[src/inc/pbei_pkg.sv]
/*
 * Constants for the pattern bit error injector: register offsets, field
 * positions, reset values, rate limits and the source encoding.
 * Assumes a 32-bit register port addressed in bytes, one word per register.
 */
`default_nettype none

package pbei_pkg;

    // ------------------------------------------------------------------
    // Register offsets
    // ------------------------------------------------------------------
    localparam logic [7:0] PBEI_OFS_CTRL   = 8'h00;
    localparam logic [7:0] PBEI_OFS_ROUTE  = 8'h04;
    localparam logic [7:0] PBEI_OFS_RATE   = 8'h08;
    localparam logic [7:0] PBEI_OFS_MIXED  = 8'h0c;
    localparam logic [7:0] PBEI_OFS_SINGLE = 8'h10;
    localparam logic [7:0] PBEI_OFS_STATUS = 8'h14;

    // ------------------------------------------------------------------
    // Field positions
    // ------------------------------------------------------------------
    localparam int CTRL_ENABLE_BIT  = 0;
    localparam int CTRL_SOURCE_LSB  = 1;
    localparam int CTRL_AUXINJ_BIT  = 3;
    localparam int CTRL_SINGLE_BIT  = 4;
    localparam int CTRL_SCAN_BIT    = 5;
    localparam int CTRL_COMBINE_LSB = 6;
    localparam int RATE_MANT_LSB    = 0;
    localparam int RATE_EXP_LSB     = 8;
    localparam int MIXED_EN_BIT     = 0;
    localparam int MIXED_PRBS_BIT   = 1;
    localparam int MIXED_BLOCK_LSB  = 16;
    localparam int STATUS_ROUTE_LSB = 16;
    localparam int STATUS_PEND_LSB  = 24;

    // ------------------------------------------------------------------
    // Limits and reset values
    // ------------------------------------------------------------------
    localparam logic [5:0] ROUTE_MIN      = 6'h01;
    localparam logic [5:0] ROUTE_MAX      = 6'h20;
    localparam logic [3:0] MANT_MIN       = 4'h1;
    localparam logic [3:0] MANT_MAX       = 4'h9;
    localparam logic [3:0] MANT_MAX_EXP3  = 4'h5;
    localparam logic [3:0] EXP_MIN        = 4'h3;
    localparam logic [3:0] EXP_MAX        = 4'hc;
    localparam logic [5:0] ROUTE_RESET    = 6'h01;
    localparam logic [3:0] MANT_RESET     = 4'h1;
    localparam logic [3:0] EXP_RESET      = 4'h6;
    localparam logic [8:0] BLOCK_RESET    = 9'h001;
    localparam logic [3:0] PEND_MAX       = 4'hf;

    // ------------------------------------------------------------------
    // Error timing source
    // ------------------------------------------------------------------
    typedef enum logic [1:0] {
        PBEI_SRC_INTERNAL = 2'b00,
        PBEI_SRC_TRIGGER  = 2'b01,
        PBEI_SRC_GATED    = 2'b10,
        PBEI_SRC_SPARE    = 2'b11
    } pbei_source_type;

endpackage

`default_nettype wire

[src/design/pattern_bit_error_injector.sv]
/*
 * Pattern bit error injector: flips single bits in the parallel word that
 * feeds the serialiser, one lane per route.
 * Assumes one word per clock when patValid is high, inputs synchronous to
 * clk, and a register master that never issues read and write together.
 */
// Overview of operation
// Global enable off means no errors at all, even externally requested ones.
// Trigger source inserts one error on each rising edge of the aux input.
// Gated source uses internal slots but drops those seen while aux is low.
// Source selection only counts when aux input is set for error injection.
// Continuous versus one-shot applies only to internal or gated source.
// Continuous mode inserts at the configured rate while enabled.
// One-shot mode inserts exactly one error per operator request; the code queues combine_reg+1 errors per request.
// With combined channels one request inserts one error per channel.
// Each of the 32 parallel lanes is a separate route.
// Scan mode moves each successive error to the next route.
// Fixed mode inserts every error into the route numbered 1 to 32.
// The route number is ignored while scan mode is selected.
// Route and rate stay writable while disabled and apply once enabled.
// Rate is x times ten to minus n, x 1..9, n 3..12.
// With n equal to 3, x is limited to 1..5.
// Rate is ignored in one-shot mode and with the trigger source.
// Each error corrupts exactly one bit of the outgoing pattern.
// Mixed patterns take errors only in the chosen part of the chosen block.
// A bit is corrupted by inversion; rate gives one error per 10^n/x bits.
// The aux source drives a clean level; edges trigger, low gates.
`timescale 1ns/1ps
`default_nettype none

module pattern_bit_error_injector
#(
    parameter int LANES = 32                    // Routes per word
)
(
    input  wire logic                clk,          // 25 MHz clock
    input  wire logic                nrst,         // Async reset, active low
    input  wire logic [7:0]          regAddr,      // Register byte address
    input  wire logic [31:0]         regWdata,     // Register write data
    input  wire logic                regWr,        // Write strobe
    input  wire logic                regRd,        // Read strobe
    output logic      [31:0]         regRdata,     // Read data, next cycle
    input  wire logic                auxIn,        // Auxiliary input level
    input  wire logic [LANES-1:0]    patIn,        // Parallel pattern word
    input  wire logic                patValid,     // Word present
    input  wire logic                segIsPrbs,    // Mixed: word in PRBS part
    input  wire logic [8:0]          segBlock,     // Mixed: current block number
    output logic      [LANES-1:0]    patOut,       // Pattern word with errors
    output logic                     patOutValid,  // Word present on patOut
    output logic                     errPulse,     // Error was inserted
    output logic      [4:0]          errRoute      // Route index of last error
);
    import pbei_pkg::*;

    // ------------------------------------------------------------------
    // Parameter check
    // ------------------------------------------------------------------
    generate
        if (LANES != 32)
        begin : g_bad_lanes
            $error("pattern_bit_error_injector: LANES must be 32");
        end
    endgenerate

    // ------------------------------------------------------------------
    // Functions
    // ------------------------------------------------------------------
    function automatic logic [39:0] pow10(input logic [3:0] n);
        logic [39:0] v;
        v = 40'h1;
        for (int i = 0; i < 12; i++)
        begin
            if (i < int'(n))
            begin
                v = 40'(v * 40'd10);
            end
        end
        return v;
    endfunction

    function automatic logic [3:0] clampMant(input logic [3:0] x, input logic [3:0] n);
        logic [3:0] hi;
        hi = (n <= EXP_MIN) ? MANT_MAX_EXP3 : MANT_MAX;
        if (x < MANT_MIN)
        begin
            return MANT_MIN;
        end
        else if (x > hi)
        begin
            return hi;
        end
        return x;
    endfunction

    function automatic logic [3:0] clampExp(input logic [3:0] n);
        if (n < EXP_MIN)
        begin
            return EXP_MIN;
        end
        else if (n > EXP_MAX)
        begin
            return EXP_MAX;
        end
        return n;
    endfunction

    // ------------------------------------------------------------------
    // Configuration registers
    // ------------------------------------------------------------------
    logic                  enable_reg;
    pbei_source_type       source_reg;
    logic                  auxInj_reg;
    logic                  single_reg;
    logic                  scan_reg;
    logic [1:0]            combine_reg;
    logic [5:0]            route_reg;
    logic [3:0]            mant_reg;
    logic [3:0]            exp_reg;
    logic                  mixedEn_reg;
    logic                  mixedPrbs_reg;
    logic [8:0]            block_reg;
    logic                  singleReq_reg;
    logic [3:0]            newExp;

    assign newExp = clampExp(regWdata[RATE_EXP_LSB +: 4]);

    // Settings are accepted whatever the enable says and used once enabled.
    always_ff @(posedge clk or negedge nrst)
    begin
        if (!nrst)
        begin
            enable_reg    <= 1'b0;
            source_reg    <= PBEI_SRC_INTERNAL;
            auxInj_reg    <= 1'b0;
            single_reg    <= 1'b0;
            scan_reg      <= 1'b0;
            combine_reg   <= 2'h0;
            route_reg     <= ROUTE_RESET;
            mant_reg      <= MANT_RESET;
            exp_reg       <= EXP_RESET;
            mixedEn_reg   <= 1'b0;
            mixedPrbs_reg <= 1'b0;
            block_reg     <= BLOCK_RESET;
        end
        else if (regWr)
        begin
            if (regAddr == PBEI_OFS_CTRL)
            begin
                enable_reg  <= regWdata[CTRL_ENABLE_BIT];
                source_reg  <= pbei_source_type'(regWdata[CTRL_SOURCE_LSB +: 2]);
                auxInj_reg  <= regWdata[CTRL_AUXINJ_BIT];
                single_reg  <= regWdata[CTRL_SINGLE_BIT];
                scan_reg    <= regWdata[CTRL_SCAN_BIT];
                combine_reg <= regWdata[CTRL_COMBINE_LSB +: 2];
            end
            else if (regAddr == PBEI_OFS_ROUTE)
            begin
                if (regWdata < 32'(ROUTE_MIN))
                begin
                    route_reg <= ROUTE_MIN;
                end
                else if (regWdata[31:0] > 32'(ROUTE_MAX))
                begin
                    route_reg <= ROUTE_MAX;
                end
                else
                begin
                    route_reg <= regWdata[5:0];
                end
            end
            else if (regAddr == PBEI_OFS_RATE)
            begin
                exp_reg  <= newExp;
                mant_reg <= clampMant(regWdata[RATE_MANT_LSB +: 4], newExp);
            end
            else if (regAddr == PBEI_OFS_MIXED)
            begin
                mixedEn_reg   <= regWdata[MIXED_EN_BIT];
                mixedPrbs_reg <= regWdata[MIXED_PRBS_BIT];
                block_reg     <= regWdata[MIXED_BLOCK_LSB +: 9];
            end
        end
    end

    // A write to the single register is the operator's one-shot request.
    always_ff @(posedge clk or negedge nrst)
    begin
        if (!nrst)
        begin
            singleReq_reg <= 1'b0;
        end
        else
        begin
            singleReq_reg <= regWr && (regAddr == PBEI_OFS_SINGLE);
        end
    end

    // ------------------------------------------------------------------
    // Timing source selection
    // ------------------------------------------------------------------
    pbei_source_type effSource;
    logic            oneShot;
    logic            auxPrev_reg;
    logic            auxEdge;

    always_comb
    begin
        if (auxInj_reg && source_reg != PBEI_SRC_SPARE)
        begin
            effSource = source_reg;
        end
        else
        begin
            effSource = PBEI_SRC_INTERNAL;
        end
    end

    assign oneShot = single_reg && (effSource != PBEI_SRC_TRIGGER);

    always_ff @(posedge clk or negedge nrst)
    begin
        if (!nrst)
        begin
            auxPrev_reg <= 1'b0;
        end
        else
        begin
            auxPrev_reg <= auxIn;
        end
    end

    // The aux level is taken as clean, so no debounce is applied.
    assign auxEdge = auxIn && !auxPrev_reg;

    // ------------------------------------------------------------------
    // Rate generator
    // ------------------------------------------------------------------
    // Each word carries LANES bits, so the accumulator gains x*LANES per
    // word and one slot falls due each time it passes 10^n.
    logic [39:0] acc_reg;
    logic [39:0] accSum;
    logic [39:0] limit;
    logic        rateRun;
    logic        slotDue;

    assign limit   = pow10(exp_reg);
    assign accSum  = acc_reg + 40'(mant_reg) * 40'(LANES);
    assign rateRun = enable_reg && !oneShot && (effSource != PBEI_SRC_TRIGGER);
    assign slotDue = rateRun && patValid && (accSum >= limit);

    always_ff @(posedge clk or negedge nrst)
    begin
        if (!nrst)
        begin
            acc_reg <= 40'h0;
        end
        else if (!rateRun)
        begin
            acc_reg <= 40'h0;
        end
        else if (patValid)
        begin
            acc_reg <= slotDue ? accSum - limit : accSum;
        end
    end

    // ------------------------------------------------------------------
    // Pending errors
    // ------------------------------------------------------------------
    logic [3:0] pend_reg;
    logic [3:0] pendAdd;
    logic [4:0] pendSum;
    logic       regionOk;
    logic       injNow;

    always_comb
    begin
        pendAdd = 4'h0;
        if (effSource == PBEI_SRC_TRIGGER)
        begin
            pendAdd = auxEdge ? 4'h1 : 4'h0;
        end
        else if (oneShot)
        begin
            pendAdd = singleReq_reg ? 4'({2'h0, combine_reg} + 4'h1) : 4'h0;
        end
        else if (slotDue)
        begin
            pendAdd = (effSource == PBEI_SRC_GATED && !auxIn) ? 4'h0 : 4'h1;
        end
    end

    assign regionOk = !mixedEn_reg
                   || (segIsPrbs == mixedPrbs_reg && segBlock == block_reg);
    assign injNow   = enable_reg && patValid && regionOk && (pend_reg != 4'h0);
    assign pendSum  = 5'(pend_reg) + 5'(pendAdd) - (injNow ? 5'h1 : 5'h0);

    // A new request in the cycle of an insertion is added, not lost.
    always_ff @(posedge clk or negedge nrst)
    begin
        if (!nrst)
        begin
            pend_reg <= 4'h0;
        end
        else if (!enable_reg)
        begin
            pend_reg <= 4'h0;
        end
        else if (pendSum > 5'(PEND_MAX))
        begin
            pend_reg <= PEND_MAX;
        end
        else
        begin
            pend_reg <= pendSum[3:0];
        end
    end

    // ------------------------------------------------------------------
    // Route choice and bit inversion
    // ------------------------------------------------------------------
    logic [4:0]       scan_reg5;
    logic [4:0]       routeSel;
    logic [LANES-1:0] flipMask;

    assign routeSel = scan_reg ? scan_reg5 : 5'(route_reg - 6'h1);
    assign flipMask = injNow ? (LANES'(1) << routeSel) : '0;

    always_ff @(posedge clk or negedge nrst)
    begin
        if (!nrst)
        begin
            scan_reg5 <= 5'h0;
        end
        else if (injNow && scan_reg)
        begin
            scan_reg5 <= scan_reg5 + 5'h1;
        end
    end

    always_ff @(posedge clk or negedge nrst)
    begin
        if (!nrst)
        begin
            patOut      <= '0;
            patOutValid <= 1'b0;
            errPulse    <= 1'b0;
            errRoute    <= 5'h0;
        end
        else
        begin
            patOut      <= patIn ^ flipMask;
            patOutValid <= patValid;
            errPulse    <= injNow;
            if (injNow)
            begin
                errRoute <= routeSel;
            end
        end
    end

    // ------------------------------------------------------------------
    // Status and read port
    // ------------------------------------------------------------------
    logic [15:0] errCount_reg;

    always_ff @(posedge clk or negedge nrst)
    begin
        if (!nrst)
        begin
            errCount_reg <= 16'h0;
        end
        else if (injNow)
        begin
            errCount_reg <= errCount_reg + 16'h1;
        end
    end

    always_ff @(posedge clk or negedge nrst)
    begin
        if (!nrst)
        begin
            regRdata <= 32'h0;
        end
        else if (!regRd)
        begin
            regRdata <= 32'h0;
        end
        else if (regAddr == PBEI_OFS_CTRL)
        begin
            regRdata <= {24'h0, combine_reg, scan_reg, single_reg, auxInj_reg,
                         source_reg, enable_reg};
        end
        else if (regAddr == PBEI_OFS_ROUTE)
        begin
            regRdata <= {26'h0, route_reg};
        end
        else if (regAddr == PBEI_OFS_RATE)
        begin
            regRdata <= {20'h0, exp_reg, 4'h0, mant_reg};
        end
        else if (regAddr == PBEI_OFS_MIXED)
        begin
            regRdata <= {7'h0, block_reg, 14'h0, mixedPrbs_reg, mixedEn_reg};
        end
        else if (regAddr == PBEI_OFS_STATUS)
        begin
            regRdata <= {4'h0, pend_reg, 3'h0, scan_reg5, errCount_reg};
        end
        else
        begin
            regRdata <= 32'h0;
        end
    end
endmodule

`default_nettype wire

[config.mk]
export PLATFORM = sky130hd
export DESIGN_NAME = pattern_bit_error_injector
export DESIGN_NICKNAME = d
export VERILOG_FILES = /design/src/inc/pbei_pkg.sv /design/src/design/pattern_bit_error_injector.sv
export SDC_FILE = /design/constraint.sdc
export NUM_CORES = 1
export LEC_CHECK = 0
export ABC_AREA = 1
export BUFFER_PORTS_ARGS = -buffer_cell sky130_fd_sc_hd__buf_2
export CAP_MARGIN = 0
export CORE_ASPECT_RATIO = 1.4
export CORE_MARGIN = 4
export CORE_UTILIZATION = 40
export CTS_CLUSTER_DIAMETER = 50
export CTS_CLUSTER_SIZE = 40
export DETAILED_ROUTE_END_ITERATION = 12
export GPL_ROUTABILITY_DRIVEN = 0
export PLACE_DENSITY = 0.52
export SLEW_MARGIN = 20
export SYNTH_ARGS = -nofsm -noshare
export SYNTH_HDL_FRONTEND = slang
export SYNTH_SLANG_ARGS = --single-unit
[constraint.sdc]
create_clock -name clk -period 29 [get_ports clk]
set_input_delay 1.45 -clock clk [delete_from_list [all_inputs] [get_ports clk]]
set_output_delay 1.45 -clock clk [all_outputs]
set_load 0.01 [all_outputs]
==> results of run 1 <==
[final cells by class]
class                      count  area share, %
multi-input combinational   3634           70.9
tap                          936           3.77
clock inverter                 4          0.225
sequential                   167           13.5
inverter                     539           6.53
timing repair buffer         172           2.93
antenna                        6         0.0483
clock buffer                  29           2.16
[cell families (layout without fill, tap and decap cells)]
| logic type | count (synthesis) | in the layout |
|---|---|---|
| other | 1 | 10 |
| buffers and inverters | 605 | 744 |
| muxes | 7 | 7 |
| xor gates and xnor gates | 206 | 206 |
| adders and majority gates | 501 | 501 |
| DFF | 167 | 167 |
| AOI/OAI and AO/OA | 917 | 917 |
| and+or+nand+nor | 1999 | 1999 |
[cells in the final DEF (no fill, tap or decap), types with 17 or more instances in the layout]
master / instances
nor2_1: 426
o221ai_1: 17
nor3_1: 62
xor2_1: 141
and2_1: 30
a21o_1: 34
nor4_1: 31
buf_4: 18
ha_1: 488
inv_1: 520
or2_2: 60
a21oi_1: 361
clkbuf_16: 25
buf_2: 153
o211ai_1: 27
nand3_1: 281
o21ai_1: 38
nand4_1: 45
xnor2_1: 65
o21ai_0: 291
o21bai_1: 20
dfrtp_1: 162
a31oi_1: 36
nand2_1: 1019
[final timing paths]
| kind | from | to | slack [ps] | cells after the start |
|---|---|---|---|---|
| min in group asynchronous | nrst | patOut[13] | 870 | 1 |
| worst max register to register | exp_reg[0] | pend_reg[0] | 4420 | 116 |
| worst min-delay path | errCount_reg[5] | errCount_reg[5] | 460 | 1 |
| worst max-delay path | exp_reg[0] | pend_reg[0] | 4420 | 116 |
| max in group asynchronous | nrst | auxPrev_reg | 26190 | 3 |
| worst min register to register | errCount_reg[5] | errCount_reg[5] | 460 | 1 |
[through the flow]
stage	setup slack (ps)	hold WS (ps)	std cells	area (sq um)	utilization [%]
6_report	4420	465	5487	31100	44.1
5_1_grt	1930	491	5483	31100	44.1
4_1_cts	4370	468	5481	31100	44.1
3_5_place_dp	4510	458	5448	30300	43.0
3_3_place_gp	4720	456	5448	30300	43.0
2_1_floorplan	9200	442	4406	28500	-
[layer usage]
layer | wire length [microns] | part of all wire, % | GRT usage (%) | vias to the layer above
met5 | 63 | 0.064 | 0 | -
met4 | 3970 | 4.1 | 9.87 | 8
met3 | 3970 | 4.1 | 3.27 | 183
met2 | 50400 | 52 | 48.7 | 584
met1 | 39300 | 40 | 28.6 | 13600
li1 | - | - | - | 15100
[critical path: cells and delay by family, from the launching register on]
kind                       cells  cell delay, ps
AOI/OAI and AO/OA             32            6040
xor gates and xnor gates       3             690
and+or+nand+nor               43            8130
buffers and inverters         14            1560
DFF                            1             500
adders and majority gates     24            7470
==> flow_metrics.tcl, run 1 <==
set metrics [dict create \
    status "complete, no violations" \
    drv_slew 0 \
    netlist.area_leader.share_pct 21.4 \
    synth_seq_cells 167 \
    overflow 0 \
    drtPass1Iterations 7 \
    ctsHoldBuffers 0 \
    grt_pass1_vias 29800 \
    yosysTopAreaCell "ha_1" \
    finalHoldViolations 0 \
    post-route-period-util_pct 84.8 \
    cp-start-kind "register" \
    crit_top_cell "ha_1" \
    grt_max_degree 72 \
    clock_latency_ps 510 \
    worstPathArrival_ps 24970 \
    start_util_pct 40.4 \
    grt_pass1_wl_microns 155000 \
    synth-seq-area-share_pct 14.7 \
    synth_common_cells "nand2_1 (1019), inv_1 (521), ha_1 (488), nor2_1 (427), a21oi_1 (362)" \
    io_buffers 154 \
    max_freq_ghz 0.0407 \
    setup_violations 0 \
    synth_top_family_by_area "simple AND/OR/NAND/NOR gates" \
    slew_headroom_pct 27.9 \
    die_area_sq_um 75700 \
    row_count 115 \
    nets 5128 \
    drtIter0Drc 1580 \
    cts.reportedPaths.clkPinSlew_ps 60 \
    antenna_found_initial 10 \
    ctsRootBufferMaster "clkbuf_16" \
    die_x_microns 234 \
    synth_compound_area_share_pct 18.2 \
    largest_reg_flops 40 \
    synth_xor_area_share_pct 6.33 \
    worst-setup-path-type "reg2reg" \
    max_slew.worst_pin.slew_ps 1070 \
    nFillCells 7691 \
    vias 29500 \
    drive_gt1_share_pct 7.39 \
    yosys.area_share.simple_pct 30.1 \
    critPathCaptureType "register" \
    die_y_microns 324 \
    cts_tree "built" \
    drt-total-wl_microns 97700 \
    cts_resized 0 \
    synth_area_sq_um 28500 \
    clock_sink_count 167 \
    slowest_delay_ps 640 \
    worstPathRequired_ps 29390 \
    synth_fa_ha_area_share_pct 22.3 \
    synth_ff_type "dfrtp_1" \
    crit_path_max_fanout 40 \
    ctsLongestPathBuffers 3 \
    numCtsBuffers 25 \
    synth_mux_area_share_pct 0.277 \
    regArea_sq_um 4190 \
    rsz0062_at_grt "false" \
    crit_slowest_cell "nor4_1" \
    netlist_instances 4403 \
    multi_input_area_sq_um 22000 \
    h-tree-depth 4 \
    fin_skew_ps 19.9 \
    wl_per_cell_microns 17.8 \
    min_path_type "reg2reg" \
    yosysWarnings 0 \
    gr-usage-all-layers_pct 25.5 \
    synth.avg_cell_area_sq_um 6.47 \
    max_cap_viol_count 0 \
    hpwl_microns 84300 \
    synth.distinct_cells 66 \
    drtAntennaViolNets 0 \
    synth.most_common_cell "nand2_1" \
    async_flop_share_pct 100 \
    area_growth_pct 9.06 \
    synthTopCellsByArea "ha_1 (21%), dfrtp_1 (14%), nand2_1 (13%), inv_1 (6.9%), a21oi_1 (6.4%)" \
    drc 0 \
    viasPerCell 5.37 \
    setup_tns_ps 0 \
    num_io_pins 159 \
    synth_edf_count 0 \
    coreArea_sq_um 70500 \
    fin_crit_ps 24580 \
    post_cts_buffers 0 \
]
Power of run 1 is not shown: default switching activity piles up to over one toggle a cycle in this logic, so the estimate is an artifact.
==> run 2: changes to the inputs <==
==> constraint.sdc (replaced) <==
create_clock -name clk -period 25.1 [get_ports clk]
set_input_delay 1.255 -clock clk [delete_from_list [all_inputs] [get_ports clk]]
set_output_delay 1.255 -clock clk [all_outputs]
set_load 0.01 [all_outputs]
==> run 2 against run 1 <==
Utilization barely moved. Wire length rose by 0.32%. Non-clock buffer count rose by 1. Worst setup slack got worse by 2300 ps. Critical path type unchanged.
==> flow_metrics.tcl, run 2 (synthesized netlist as in run 1, its figures left out) <==
set metrics [dict create \
    die_x_microns 234 \
    min_path_type "reg2reg" \
    antenna_found_initial 5 \
    worst-setup-path-type "reg2reg" \
    nets 5129 \
    rsz0062_at_grt "false" \
    setup_violations 0 \
    h-tree-depth 4 \
    cp-start-kind "register" \
    drtPass1Iterations 5 \
    grt_pass1_vias 29500 \
    numCtsBuffers 25 \
    drtIter0Drc 1548 \
    multi_input_area_sq_um 22100 \
    cts_tree "built" \
    cts.reportedPaths.clkPinSlew_ps 60 \
    post-route-period-util_pct 91.6 \
    utilization_pct 44.1 \
    crit_path_max_fanout 23 \
    final_common_cell "nand2_1" \
    setup_tns_ps 0 \
    crit_top_cell "ha_1" \
    drt-total-wl_microns 98100 \
    max_freq_ghz 0.0435 \
    drive_gt1_share_pct 7.50 \
    drtAntennaViolNets 0 \
    wl_per_cell_microns 17.9 \
    area_growth_pct 9.03 \
    highest_layer "met5" \
    regArea_sq_um 4190 \
    wl_met1_microns 40200 \
    placed_cell_area_sq_um 30300 \
    fin_skew_ps 24.1 \
    cp_num_buf_inv 11 \
    largest_reg_flops 40 \
    coreArea_sq_um 70500 \
    hpwl_microns 84300 \
    clock_latency_ps 510 \
    critPathCaptureType "register" \
    num_io_pins 159 \
    gr-usage-all-layers_pct 25.5 \
    viasPerCell 5.36 \
    die_y_microns 324 \
    post_cts_buffers 0 \
    finalHoldViolations 0 \
    slew_headroom_pct 30.7 \
    vias 29400 \
    die_area_sq_um 75700 \
    max_slew.worst_pin.slew_ps 1030 \
    drc 0 \
    grt_max_degree 60 \
    worstPathRequired_ps 25490 \
    ctsLongestPathBuffers 3 \
    ctsRootBufferMaster "clkbuf_16" \
    row_count 115 \
    io_buffers 154 \
    clock_sink_count 167 \
    wl_met3_microns 3000 \
    max_cap_viol_count 0 \
    timing.final.ws_setup_ps 2110 \
    final_cell_mix "nand2_1 (1019), inv_1 (521), ha_1 (488)" \
    drv_slew 0 \
    detailedPlace.worstSlack_ps 1630 \
    worstPathArrival_ps 23380 \
    crit_slowest_cell "nor2_4" \
    grt_pass1_wl_microns 155000 \
    overflow 0 \
    start_util_pct 40.4 \
    nFillCells 7752 \
    crit_family "adder cells" \
    status "complete, no violations" \
    fin_crit_ps 22990 \
    wl_met2_microns 51400 \
    design_area_sq_um 31100 \
    slowest_delay_ps 480 \
]
## run 2: layout make-up
cell class                 instances  area share, %
clock buffer                      30           2.14
clock inverter                     3          0.137
antenna                            3         0.0242
multi-input combinational       3634           71.0
inverter                         539           6.53
sequential                       167           13.5
timing repair buffer             173           2.96
tap                              936           3.77
## run 2: worst paths after layout
check	start	endpoint	slack, ps	depth (start not counted)
worst max-delay path	exp_reg[3]	pend_reg[0]	2110	111
worst min register to register	errCount_reg[5]	errCount_reg[5]	480	1
max in group asynchronous	nrst	acc_reg[21]	22430	3
min in group asynchronous	nrst	patOut[13]	690	1
worst min-delay path	errCount_reg[5]	errCount_reg[5]	480	1
worst max register to register	exp_reg[3]	pend_reg[0]	2110	111
## run 2: what timing repair did
action,in CTS,in global routing
gates resized for setup,0,9
hold buffers,0,0
endpoints found under the setup margin,0,4
## run 2: per-stage QoR
step,std cells,hold WS [ps]
CTS,5482,476
global placement,5449,455
detailed placement,5449,468
global route,5483,497
finish,5485,481
floorplan,4406,442
## run 2: routing by layer
metal  up-vias  track usage, %
li1      15100               -
met1     13600            29.3
met2       525            49.1
met3       151            2.06
met4         4            8.77
met5         -               0
Power of run 2 is left out for the same reason.
